===== src/verilog/serial_tx_pkg.sv =====
package serial_tx_pkg;

  // Register byte offsets on the APB slave.
  localparam logic [7:0] ctrl_off = 8'h00;
  localparam logic [7:0] baud_off = 8'h04;
  localparam logic [7:0] data_off = 8'h08;
  localparam logic [7:0] stat_off = 8'h0C;
  localparam logic [7:0] irq_sts_off = 8'h10;
  localparam logic [7:0] irq_mask_off = 8'h14;

  // Control register field positions.
  localparam int ctrl_transmit_enable_bit_pos = 0;
  localparam int ctrl_sync_pos = 1;
  localparam int ctrl_serial_port_enable_pos = 2;
  localparam int ctrl_nine_pos = 3;
  localparam int ctrl_pol_pos = 4;
  localparam int ctrl_ninth_pos = 5;
  localparam int ctrl_b16_pos = 6;
  localparam int ctrl_width = 7;

  // Status register field positions.
  localparam int stat_flag_pos = 0;
  localparam int stat_empty_pos = 1;
  localparam int stat_full_pos = 2;

  // Interrupt event positions, shared by status and mask.
  localparam int irq_done_pos = 0;
  localparam int irq_xfer_pos = 1;
  localparam int irq_width = 2;

  // Reset values.
  localparam logic [15:0] baud_reset = 16'h0067;
  localparam logic [31:0] read_zero = 32'h0000_0000;

  // Frame lengths in bits, start and stop included.
  localparam logic [3:0] frame_bits_8 = 4'hA;
  localparam logic [3:0] frame_bits_9 = 4'hB;

  // Control bits travel together as one packed word, bit 0 last.
  typedef struct packed {
    logic baud_16bit;
    logic ninth_transmit_bit;
    logic polarity_select;
    logic nine_bit_transmit_enable;
    logic serial_port_enable;
    logic mode_sync;
    logic transmit_enable_bit;
  } ctrl_s;

  typedef enum logic {tx_idle, tx_send} tx_state_e;

endpackage : serial_tx_pkg


===== src/verilog/async_serial_transmitter.sv =====
// Operation
// [RULE_01] NRZ line, mark for one, idle mark.
// [RULE_02] Start space, 8/9 data, stop mark.
// [RULE_03] Each bit lasts one baud period.
// [RULE_04] Baud divider runs as 8 or 16 bits.
// [RULE_05] Data shifts out least significant bit first.
// [RULE_06] No parity bit; shared format and rate.
// [RULE_07] Shifter loads from holding buffer only, hidden.
// [RULE_08] Active only when enabled, asynchronous, port on.
// [RULE_09] Port enable turns on the output driver.
// [RULE_10] Pin direction handled by hardware, not software.
// [RULE_11] Flag set when enabled and buffer free.
// [RULE_12] Buffer write starts; idle shifter loads at once.
// [RULE_13] Busy shifter: hold until stop bit sent.
// [RULE_14] Frame starts right after the transfer.
// [RULE_15] Flag clears only busy with waiting character.
// [RULE_16] Read-only empty bit tracks shifter occupancy.
// [RULE_17] Nine-bit mode sends ninth bit as MSB.
// [RULE_18] Polarity select inverts idle and data levels.
// [RULE_19] Exactly one stop bit per character.
`timescale 1ns/1ns
`default_nettype none

module async_serial_transmitter #(
  parameter logic [15:0] baud_div_reset = serial_tx_pkg::baud_reset
) (
  input wire logic pclk,
  input wire logic presetn,
  input wire logic psel,
  input wire logic penable,
  input wire logic pwrite,
  input wire logic [7:0] paddr,
  input wire logic [31:0] pwdata,
  output logic [31:0] prdata,
  output logic pready,
  output logic pslverr,
  output logic transmit_output_pin,
  output logic transmit_output_oe,
  output logic irq
);

  ////////////////////////////////////////////////////////////////////////////
  // Declarations.
  serial_tx_pkg::ctrl_s ctrl_q;
  serial_tx_pkg::tx_state_e state_q;
  logic [15:0] baud_q;
  logic [7:0] transmit_holding_buffer_q;
  logic hold_ninth_q;
  logic hold_full_q;
  logic [10:0] transmit_shift_register_q;
  logic [3:0] bits_left_q;
  logic [15:0] cnt_q;
  logic [serial_tx_pkg::irq_width-1:0] irq_sts_q;
  logic [serial_tx_pkg::irq_width-1:0] irq_mask_q;
  logic [serial_tx_pkg::irq_width-1:0] irq_ev;
  logic [31:0] rd_d;
  logic mapped;
  logic wr;
  logic active;
  logic line_raw;
  logic bit_end;
  logic frame_end;
  logic load;
  logic [15:0] reload;
  logic transmit_flag;
  logic shift_register_empty;

  ////////////////////////////////////////////////////////////////////////////
  // Bus decode: writes take effect at the access edge, no wait states.
  assign wr = psel && penable && pwrite;
  assign pready = 1'b1;

  // All three enables must agree before anything is sent. see [RULE_08]
  assign active = ctrl_q.transmit_enable_bit && !ctrl_q.mode_sync && ctrl_q.serial_port_enable;

  // The divider is cut to its low byte in 8-bit mode. see [RULE_04]
  assign reload = ctrl_q.baud_16bit ? baud_q : {8'h00, baud_q[7:0]};

  assign bit_end = (state_q == serial_tx_pkg::tx_send) && (cnt_q == 16'h0000);
  // The last bit left is the single stop bit. see [RULE_19]
  assign frame_end = bit_end && (bits_left_q == 4'h1);

  // A waiting character moves in when the shifter is idle or its stop bit ends. see [RULE_12] see [RULE_13]
  assign load = active && hold_full_q && ((state_q == serial_tx_pkg::tx_idle) || frame_end);

  // Flag is high while active unless a character waits in the buffer. see [RULE_11] see [RULE_15]
  assign transmit_flag = active && !hold_full_q;
  assign shift_register_empty = (state_q == serial_tx_pkg::tx_idle); // see [RULE_16]

  ////////////////////////////////////////////////////////////////////////////
  // Control, baud and mask registers.
  always_ff @(posedge pclk or negedge presetn) begin
    if (!presetn) begin
      ctrl_q <= '0;
      baud_q <= baud_div_reset;
      irq_mask_q <= '0;
    end else if (wr) begin
      if (paddr == serial_tx_pkg::ctrl_off) begin
        ctrl_q <= pwdata[serial_tx_pkg::ctrl_width-1:0];
      end
      if (paddr == serial_tx_pkg::baud_off) begin
        baud_q <= pwdata[15:0];
      end
      if (paddr == serial_tx_pkg::irq_mask_off) begin
        irq_mask_q <= pwdata[serial_tx_pkg::irq_width-1:0];
      end
    end
  end

  // Holding buffer; the ninth bit is taken from control at the data write, so software sets it first.
  always_ff @(posedge pclk or negedge presetn) begin
    if (!presetn) begin
      transmit_holding_buffer_q <= 8'h00;
      hold_ninth_q <= 1'b0;
      hold_full_q <= 1'b0;
    end else if (!active) begin
      hold_full_q <= 1'b0;
    end else if (wr && (paddr == serial_tx_pkg::data_off)) begin
      transmit_holding_buffer_q <= pwdata[7:0];
      hold_ninth_q <= ctrl_q.ninth_transmit_bit; // see [RULE_17]
      hold_full_q <= 1'b1; // see [RULE_12]
    end else if (load) begin
      hold_full_q <= 1'b0;
    end
  end

  ////////////////////////////////////////////////////////////////////////////
  // Shifter and bit timer. The shifter has no bus path, so it cannot be read or written.
  // No parity is formed; the ninth bit is whatever software supplies. see [RULE_06] see [RULE_07]
  always_ff @(posedge pclk or negedge presetn) begin
    if (!presetn) begin
      state_q <= serial_tx_pkg::tx_idle;
      transmit_shift_register_q <= 11'h7FF;
      bits_left_q <= 4'h0;
      cnt_q <= 16'h0000;
    end else if (!active) begin
      state_q <= serial_tx_pkg::tx_idle;
      transmit_shift_register_q <= 11'h7FF;
    end else if (load) begin
      // Start bit goes out on the very next cycle. see [RULE_02] see [RULE_14]
      state_q <= serial_tx_pkg::tx_send;
      if (ctrl_q.nine_bit_transmit_enable) begin
        transmit_shift_register_q <= {1'b1, hold_ninth_q, transmit_holding_buffer_q, 1'b0}; // see [RULE_17]
        bits_left_q <= serial_tx_pkg::frame_bits_9;
      end else begin
        transmit_shift_register_q <= {2'b11, transmit_holding_buffer_q, 1'b0};
        bits_left_q <= serial_tx_pkg::frame_bits_8;
      end
      cnt_q <= reload;
    end else if (frame_end) begin
      state_q <= serial_tx_pkg::tx_idle;
      bits_left_q <= 4'h0;
    end else if (bit_end) begin
      // Shift right so the least significant bit leads. see [RULE_05]
      transmit_shift_register_q <= {1'b1, transmit_shift_register_q[10:1]};
      bits_left_q <= bits_left_q - 4'h1;
      cnt_q <= reload; // see [RULE_03]
    end else if (state_q == serial_tx_pkg::tx_send) begin
      cnt_q <= cnt_q - 16'h0001;
    end
  end

  ////////////////////////////////////////////////////////////////////////////
  // Line drive: mark when idle, current bit while sending, optional inversion.
  assign line_raw = (state_q == serial_tx_pkg::tx_send) ? transmit_shift_register_q[0] : 1'b1; // see [RULE_01]

  // The pin is registered so it never glitches between bits.
  always_ff @(posedge pclk or negedge presetn) begin
    if (!presetn) begin
      transmit_output_pin <= 1'b1;
      transmit_output_oe <= 1'b0;
    end else begin
      transmit_output_pin <= line_raw ^ ctrl_q.polarity_select; // see [RULE_18]
      // Driver follows the port enable; software never sets direction. see [RULE_09] see [RULE_10]
      transmit_output_oe <= ctrl_q.serial_port_enable;
    end
  end

  ////////////////////////////////////////////////////////////////////////////
  // Interrupts: a new event wins over a clear in the same cycle.
  assign irq_ev = {load, frame_end};

  always_ff @(posedge pclk or negedge presetn) begin
    if (!presetn) begin
      irq_sts_q <= '0;
    end else if (wr && (paddr == serial_tx_pkg::irq_sts_off)) begin
      irq_sts_q <= (irq_sts_q & ~pwdata[serial_tx_pkg::irq_width-1:0]) | irq_ev;
    end else begin
      irq_sts_q <= irq_sts_q | irq_ev;
    end
  end

  always_ff @(posedge pclk or negedge presetn) begin
    if (!presetn) begin
      irq <= 1'b0;
    end else begin
      irq <= |(irq_sts_d_w() & irq_mask_q);
    end
  end

  // Next status value, so the level output has no extra cycle of lag.
  function automatic logic [serial_tx_pkg::irq_width-1:0] irq_sts_d_w();
    logic [serial_tx_pkg::irq_width-1:0] v;
    v = irq_sts_q | irq_ev;
    if (wr && (paddr == serial_tx_pkg::irq_sts_off)) begin
      v = (irq_sts_q & ~pwdata[serial_tx_pkg::irq_width-1:0]) | irq_ev;
    end
    return v;
  endfunction : irq_sts_d_w

  ////////////////////////////////////////////////////////////////////////////
  // Read mux; captured in the setup cycle so prdata comes from a flip-flop.
  always_comb begin
    rd_d = serial_tx_pkg::read_zero;
    mapped = 1'b1;
    case (paddr)
      serial_tx_pkg::ctrl_off: rd_d[serial_tx_pkg::ctrl_width-1:0] = ctrl_q;
      serial_tx_pkg::baud_off: rd_d[15:0] = baud_q;
      serial_tx_pkg::data_off: rd_d = serial_tx_pkg::read_zero;
      serial_tx_pkg::stat_off: begin
        rd_d[serial_tx_pkg::stat_flag_pos] = transmit_flag;
        rd_d[serial_tx_pkg::stat_empty_pos] = shift_register_empty;
        rd_d[serial_tx_pkg::stat_full_pos] = hold_full_q;
      end
      serial_tx_pkg::irq_sts_off: rd_d[serial_tx_pkg::irq_width-1:0] = irq_sts_q;
      serial_tx_pkg::irq_mask_off: rd_d[serial_tx_pkg::irq_width-1:0] = irq_mask_q;
      default: mapped = 1'b0;
    endcase
  end

  always_ff @(posedge pclk or negedge presetn) begin
    if (!presetn) begin
      prdata <= serial_tx_pkg::read_zero;
      pslverr <= 1'b0;
    end else if (psel && !penable) begin
      prdata <= pwrite ? serial_tx_pkg::read_zero : rd_d;
      pslverr <= !mapped;
    end
  end

  ////////////////////////////////////////////////////////////////////////////
  // Checks.
  // Checked at the pin, so the output register and the inversion are covered too.
  property p_idle_mark;
    @(posedge pclk) disable iff (!presetn)
      (state_q == serial_tx_pkg::tx_idle) |=> (transmit_output_pin != $past(ctrl_q.polarity_select));
  endproperty
  a_idle_mark: assert property (p_idle_mark) else $error("Line not at mark while idle."); // see [RULE_01]

  property p_start_space;
    @(posedge pclk) disable iff (!presetn)
      load |=> (!line_raw && (state_q == serial_tx_pkg::tx_send));
  endproperty
  a_start_space: assert property (p_start_space) else $error("Start bit missing after load."); // see [RULE_02]

  property p_bit_hold;
    @(posedge pclk) disable iff (!presetn)
      (active && (state_q == serial_tx_pkg::tx_send) && (cnt_q != 16'h0000)) |=> $stable(line_raw);
  endproperty
  a_bit_hold: assert property (p_bit_hold) else $error("Line changed inside a bit."); // see [RULE_03]

  property p_baud_8bit;
    @(posedge pclk) disable iff (!presetn)
      (!ctrl_q.baud_16bit && (load || bit_end)) |=> (cnt_q[15:8] == 8'h00);
  endproperty
  a_baud_8bit: assert property (p_baud_8bit) else $error("Upper divider byte used in 8-bit mode."); // see [RULE_04]

  property p_lsb_first;
    @(posedge pclk) disable iff (!presetn)
      (active && bit_end && !frame_end && !load) |=> (line_raw == $past(transmit_shift_register_q[1]));
  endproperty
  a_lsb_first: assert property (p_lsb_first) else $error("Bits not shifted low first."); // see [RULE_05]

  property p_driver;
    @(posedge pclk) disable iff (!presetn)
      ##1 (transmit_output_oe == $past(ctrl_q.serial_port_enable));
  endproperty
  a_driver: assert property (p_driver) else $error("Output driver does not follow port enable."); // see [RULE_09]

  property p_flag;
    @(posedge pclk) disable iff (!presetn)
      (wr && (paddr == serial_tx_pkg::data_off) && active && !ctrl_q.mode_sync)
        |=> (!transmit_flag || (state_q == serial_tx_pkg::tx_send)) ##1 (transmit_flag || !shift_register_empty);
  endproperty
  a_flag: assert property (p_flag) else $error("Transmit flag wrong after buffer write."); // see [RULE_15]

  property p_immediate;
    @(posedge pclk) disable iff (!presetn)
      (wr && (paddr == serial_tx_pkg::data_off) && active && shift_register_empty)
        |=> ##1 (state_q == serial_tx_pkg::tx_send || !active);
  endproperty
  a_immediate: assert property (p_immediate) else $error("Idle shifter did not take new character."); // see [RULE_12]

  property p_pending;
    @(posedge pclk) disable iff (!presetn)
      (frame_end && hold_full_q && active) |=> ((state_q == serial_tx_pkg::tx_send) && !line_raw);
  endproperty
  a_pending: assert property (p_pending) else $error("Queued character not moved after stop bit."); // see [RULE_13]

  property p_stop_mark;
    @(posedge pclk) disable iff (!presetn)
      ((state_q == serial_tx_pkg::tx_send) && (bits_left_q == 4'h1)) |-> line_raw;
  endproperty
  a_stop_mark: assert property (p_stop_mark) else $error("Stop bit not at mark."); // see [RULE_19]

  property p_polarity;
    @(posedge pclk) disable iff (!presetn)
      ##1 (transmit_output_pin == ($past(line_raw) ^ $past(ctrl_q.polarity_select)));
  endproperty
  a_polarity: assert property (p_polarity) else $error("Pin polarity wrong."); // see [RULE_18]

  // Any of the three enables dropping must leave the shifter idle and the buffer empty.
  property p_inactive;
    @(posedge pclk) disable iff (!presetn)
      !active |=> ((state_q == serial_tx_pkg::tx_idle) && !hold_full_q);
  endproperty
  a_inactive: assert property (p_inactive) else $error("Transmitter ran while disabled."); // see [RULE_08]

  // Outside the settling cycle after a buffer write, a low flag means busy with a waiting character.
  property p_flag_clear;
    @(posedge pclk) disable iff (!presetn)
      (active && !transmit_flag && !$past(wr && (paddr == serial_tx_pkg::data_off)))
        |-> (hold_full_q && (state_q == serial_tx_pkg::tx_send));
  endproperty
  a_flag_clear: assert property (p_flag_clear) else $error("Transmit flag low without a queued character."); // see [RULE_15]

  // The empty bit stays clear until the stop bit has gone.
  property p_empty_hold;
    @(posedge pclk) disable iff (!presetn)
      (active && !shift_register_empty && (bits_left_q != 4'h1)) |=> !shift_register_empty;
  endproperty
  a_empty_hold: assert property (p_empty_hold) else $error("Empty bit set before frame end."); // see [RULE_16]

  // Nine-bit frames are one bit longer and carry the latched ninth bit above the data byte.
  property p_nine;
    @(posedge pclk) disable iff (!presetn)
      (load && ctrl_q.nine_bit_transmit_enable)
        |=> ((bits_left_q == serial_tx_pkg::frame_bits_9) && (transmit_shift_register_q[9] == $past(hold_ninth_q)));
  endproperty
  a_nine: assert property (p_nine) else $error("Ninth bit not framed as most significant bit."); // see [RULE_17]

  c_nine_bit: cover property (@(posedge pclk) disable iff (!presetn) load && ctrl_q.nine_bit_transmit_enable);
  c_back_to_back: cover property (@(posedge pclk) disable iff (!presetn) frame_end && load);
  c_inverted: cover property (@(posedge pclk) disable iff (!presetn) frame_end && ctrl_q.polarity_select);
  c_irq: cover property (@(posedge pclk) disable iff (!presetn) irq);
  c_sixteen: cover property (@(posedge pclk) disable iff (!presetn) load && ctrl_q.baud_16bit);

endmodule : async_serial_transmitter

`default_nettype wire


===== config.mk =====
export PLATFORM = sky130hd
export DESIGN_NAME = async_serial_transmitter
export DESIGN_NICKNAME = d
export VERILOG_FILES = /design/src/verilog/serial_tx_pkg.sv /design/src/verilog/async_serial_transmitter.sv
export SDC_FILE = /design/constraint.sdc
export NUM_CORES = 1
export LEC_CHECK = 0
export ABC_AREA = 1
export ABC_CLOCK_PERIOD_IN_PS = 1850
export BUFFER_PORTS_ARGS = -buffer_cell sky130_fd_sc_hd__buf_2
export CAP_MARGIN = 15
export CORE_MARGIN = 2
export CORE_UTILIZATION = 40
export DETAILED_ROUTE_END_ITERATION = 10
export PLACE_DENSITY = 0.72
export SLEW_MARGIN = 20
export SYNTH_ARGS = -nofsm -noshare
export SYNTH_HDL_FRONTEND = slang
export SYNTH_SLANG_ARGS = --single-unit

===== constraint.sdc =====
create_clock -name pclk -period 1.85 [get_ports pclk]
set_input_delay 0.2775 -clock pclk [delete_from_list [all_inputs] [get_ports pclk]]
set_output_delay 0.2775 -clock pclk [all_outputs]
set_load 0.01 [all_outputs]

==> metrics <==
status=finished, final reports clean; Clock Tree Root=clkbuf_16; reg2reg path depth=11; CP top delay family=simple AND/OR/NAND/NOR gates; io pins=82; gpl congestion=0.866; synthesized netlist cell count=559; Crit path largest cell delay=0.41 ns; RSZ-0062 raised after global routing=yes; most common cell after layout, fill and taps aside=nand2_1; first-pass GRT wire length=17.9 mm; Hold Path Class=input pin to flip-flop; largest net degree at the start of global routing=43; commonest non-fill, non-tap cells in the layout=nand2_1 (143), dfrtp_1 (72), inv_1 (49), nor2_1 (49), buf_2 (47); clk_lat worst skew=0.34 ns; vias in the first global route=3767; Slew Limit Fails=0; CP Launch Point=cnt_q[1]; Clock transition at path regs=0.07 ns; Post-DP HPWL=7.75 mm; total grt overflow=0; die area=12400 um2; DRT iter0 DRCs=269; share of layout cells above drive strength 1=23.5%; PortBufs=48; Antenna Cells=0; core area=11300 um2; post-route ant nets=0; Slowest-stage cell, CP=dfrtp_1; WP data required=2.08 ns; Peak VDD IR=0.000460 V; fmax=0.565 GHz; final worst path period share=95.6%; library cells used by synthesis=41; DRC=0; ranking of synthesized cells by area=dfrtp_1 (39%), nand2_1 (12%), dfstp_2 (9.1%); CTS tree=built; antenna violations before repair=0; Placed Cells incl. Taps=750; max_cap viols=0; CTS Buf Count=9; first-pass detailed-route iteration total=5; final net count=675; clk_skew=0.00588 ns; pwr/cell area=716 nW/um2; Synth top area share=39.2%; Die H=111 um; WHS Path Cells=2; area leader, netlist=dfrtp_1; Critical Path Stages=11; mean post-synth cell area=8.22 um2; Layout area overhead=19.2%; launch point of the worst reg-to-reg path=cnt_q[1]; hold path startpoint=pwdata[10]; final hold violation count=0; crit path time final=1.77 ns; WL per Instance=14.4 um; Crit Path Class=flip-flop to flip-flop; share of synthesized registers carrying an async set or reset=100%; Yosys Warn Count=0; WP buf/inv=2; Power, Total=0.00392 W; worst path arrival time=2.00 ns; via count=3968; worst-path maximum fanout=9; cell area after layout=5480 um2; critical path launch point type=flip-flop; WL final=11.1 mm; endpoint class of the critical path=flip-flop; Initial Utilization=40.6%; CTS Buffer Depth=2; register area share after synthesis=48.4%; dpl cell area=4990 um2; FF+latch count, synth=88; die width=111 um; clock sink count=88; ys flop type=dfrtp_1; H-tree levels=3; Rows=39; Synth Cell Area=4600 um2; Final setup violation count=0; post-DR vias/cell=5.13; total track usage=17.8%; EDFF count, synth=0; Non-Filler Instances=774; critical-path cell list=inv_2 > ha_4 > nand2_2 > inv_2 > nand2_2 > nor2_4 > nand3_4 > nand3_4 > nand2_4 > o21ai_1 > nand2_1; worst hold slack=0.170 ns; Leak=2.81 nW
state kept, by name, indices dropped and copies added, names as in the netlist, 2 cells and up:
| register | flops |
|---|---|
| transmit_shift_register_q | 10 |
| baud_q | 16 |
| irq_sts_q | 2 |
| bits_left_q | 4 |
| transmit_holding_buffer_q | 8 |
| irq_mask_q | 2 |
| ctrl_q | 7 |
| prdata | 16 |
| cnt_q | 16 |
cells in the mapped netlist, types with 6 or more instances:
cell	number
nand2_1	146
dfrtp_1	72
inv_1	52
nor2_1	51
o21ai_0	41
nand3_1	40
o21ai_1	20
buf_4	19
dfstp_2	16
a21oi_1	12
a32o_1	9
clkbuf_1	7
nor2_2	6
xor2_1	6
cell families (layout without fill, tap and decap cells):
family / count (synthesis) / in the layout / share of synthesized area, %
AND/OR/NAND/NOR: 272 / 274 / 27.1
AO/OA/AOI/OAI: 94 / 94 / 11.7
other: 2 / 17 / 0.163
adder cells (fa/ha/maj): 4 / 4 / 1.09
buffers and inverters: 89 / 144 / 9.64
multiplexers: 1 / 1 / 0.245
XOR/XNOR: 9 / 9 / 1.72
flip-flops: 88 / 88 / 48.4
through the flow:
stage          setup TNS, ns  setup slack [ns]  util, %
3_5_place_dp               0            0.0113     44.1
2_1_floorplan              0             0.191        -
3_3_place_gp               0            0.0746     44.1
6_report                   0            0.0813     48.4
5_1_grt               -0.156           -0.0432     48.4
4_1_cts                    0           0.00490     46.8
where the power goes:
part           switching, W  internal, W  total, W  leakage (nW)
Combinational      0.000112    0.0000454  0.000158          1.55
Sequential       0.00000881      0.00194   0.00195          1.12
Clock              0.000762      0.00105   0.00182         0.139
Total              0.000883      0.00304   0.00392          2.81
final cells by class:
cell class / instances / area, um2
tap: 143 / 179
inverter: 57 / 229
clock buffer: 10 / 229
clock inverter: 6 / 67.6
timing repair inverter: 1 / 8.76
fill: 1075 / 5840
timing repair buffer: 70 / 423
sequential: 88 / 2220
multi-input combinational: 399 / 2120
worst register-to-register path, delay by kind of cell (launching register included):
kind	cells	cell delay [ns]
compound gates	1	0.13
fa+ha+maj	1	0.12
buf+inv	2	0.14
flops	1	0.41
simple gates	7	0.86
what timing repair did:
action,CTS,global route
cloned,0,3
hold buffers,1,0
hold endpoints to repair,20,0
setup buffers,0,4
endpoints found under the setup margin,8,31
pin swaps,0,4
resized for setup,2,25
per-layer routing:
layer  global-route usage (%)  vias to the layer above  share of wire [%]
met5                        0                        -                  0
met3                     3.66                       12                5.7
met4                     5.27                        0                1.2
met2                     29.0                      132                 48
li1                         -                     1905                  -
met1                     24.0                     1919                 45
worst paths after layout:
| check | endpoint | slack, ns |
|---|---|---|
| setup reg to reg | cnt_q[3] | 0.08 |
| max in group asynchronous | transmit_shift_register_q[3] | 0.79 |
| setup / recovery | cnt_q[3] | 0.08 |
| min in group asynchronous | cnt_q[7] | 0.40 |
| hold / removal | baud_q[10] | 0.17 |
| hold reg to reg | prdata[2] | 0.48 |
(Power assumes the default switching activity.)
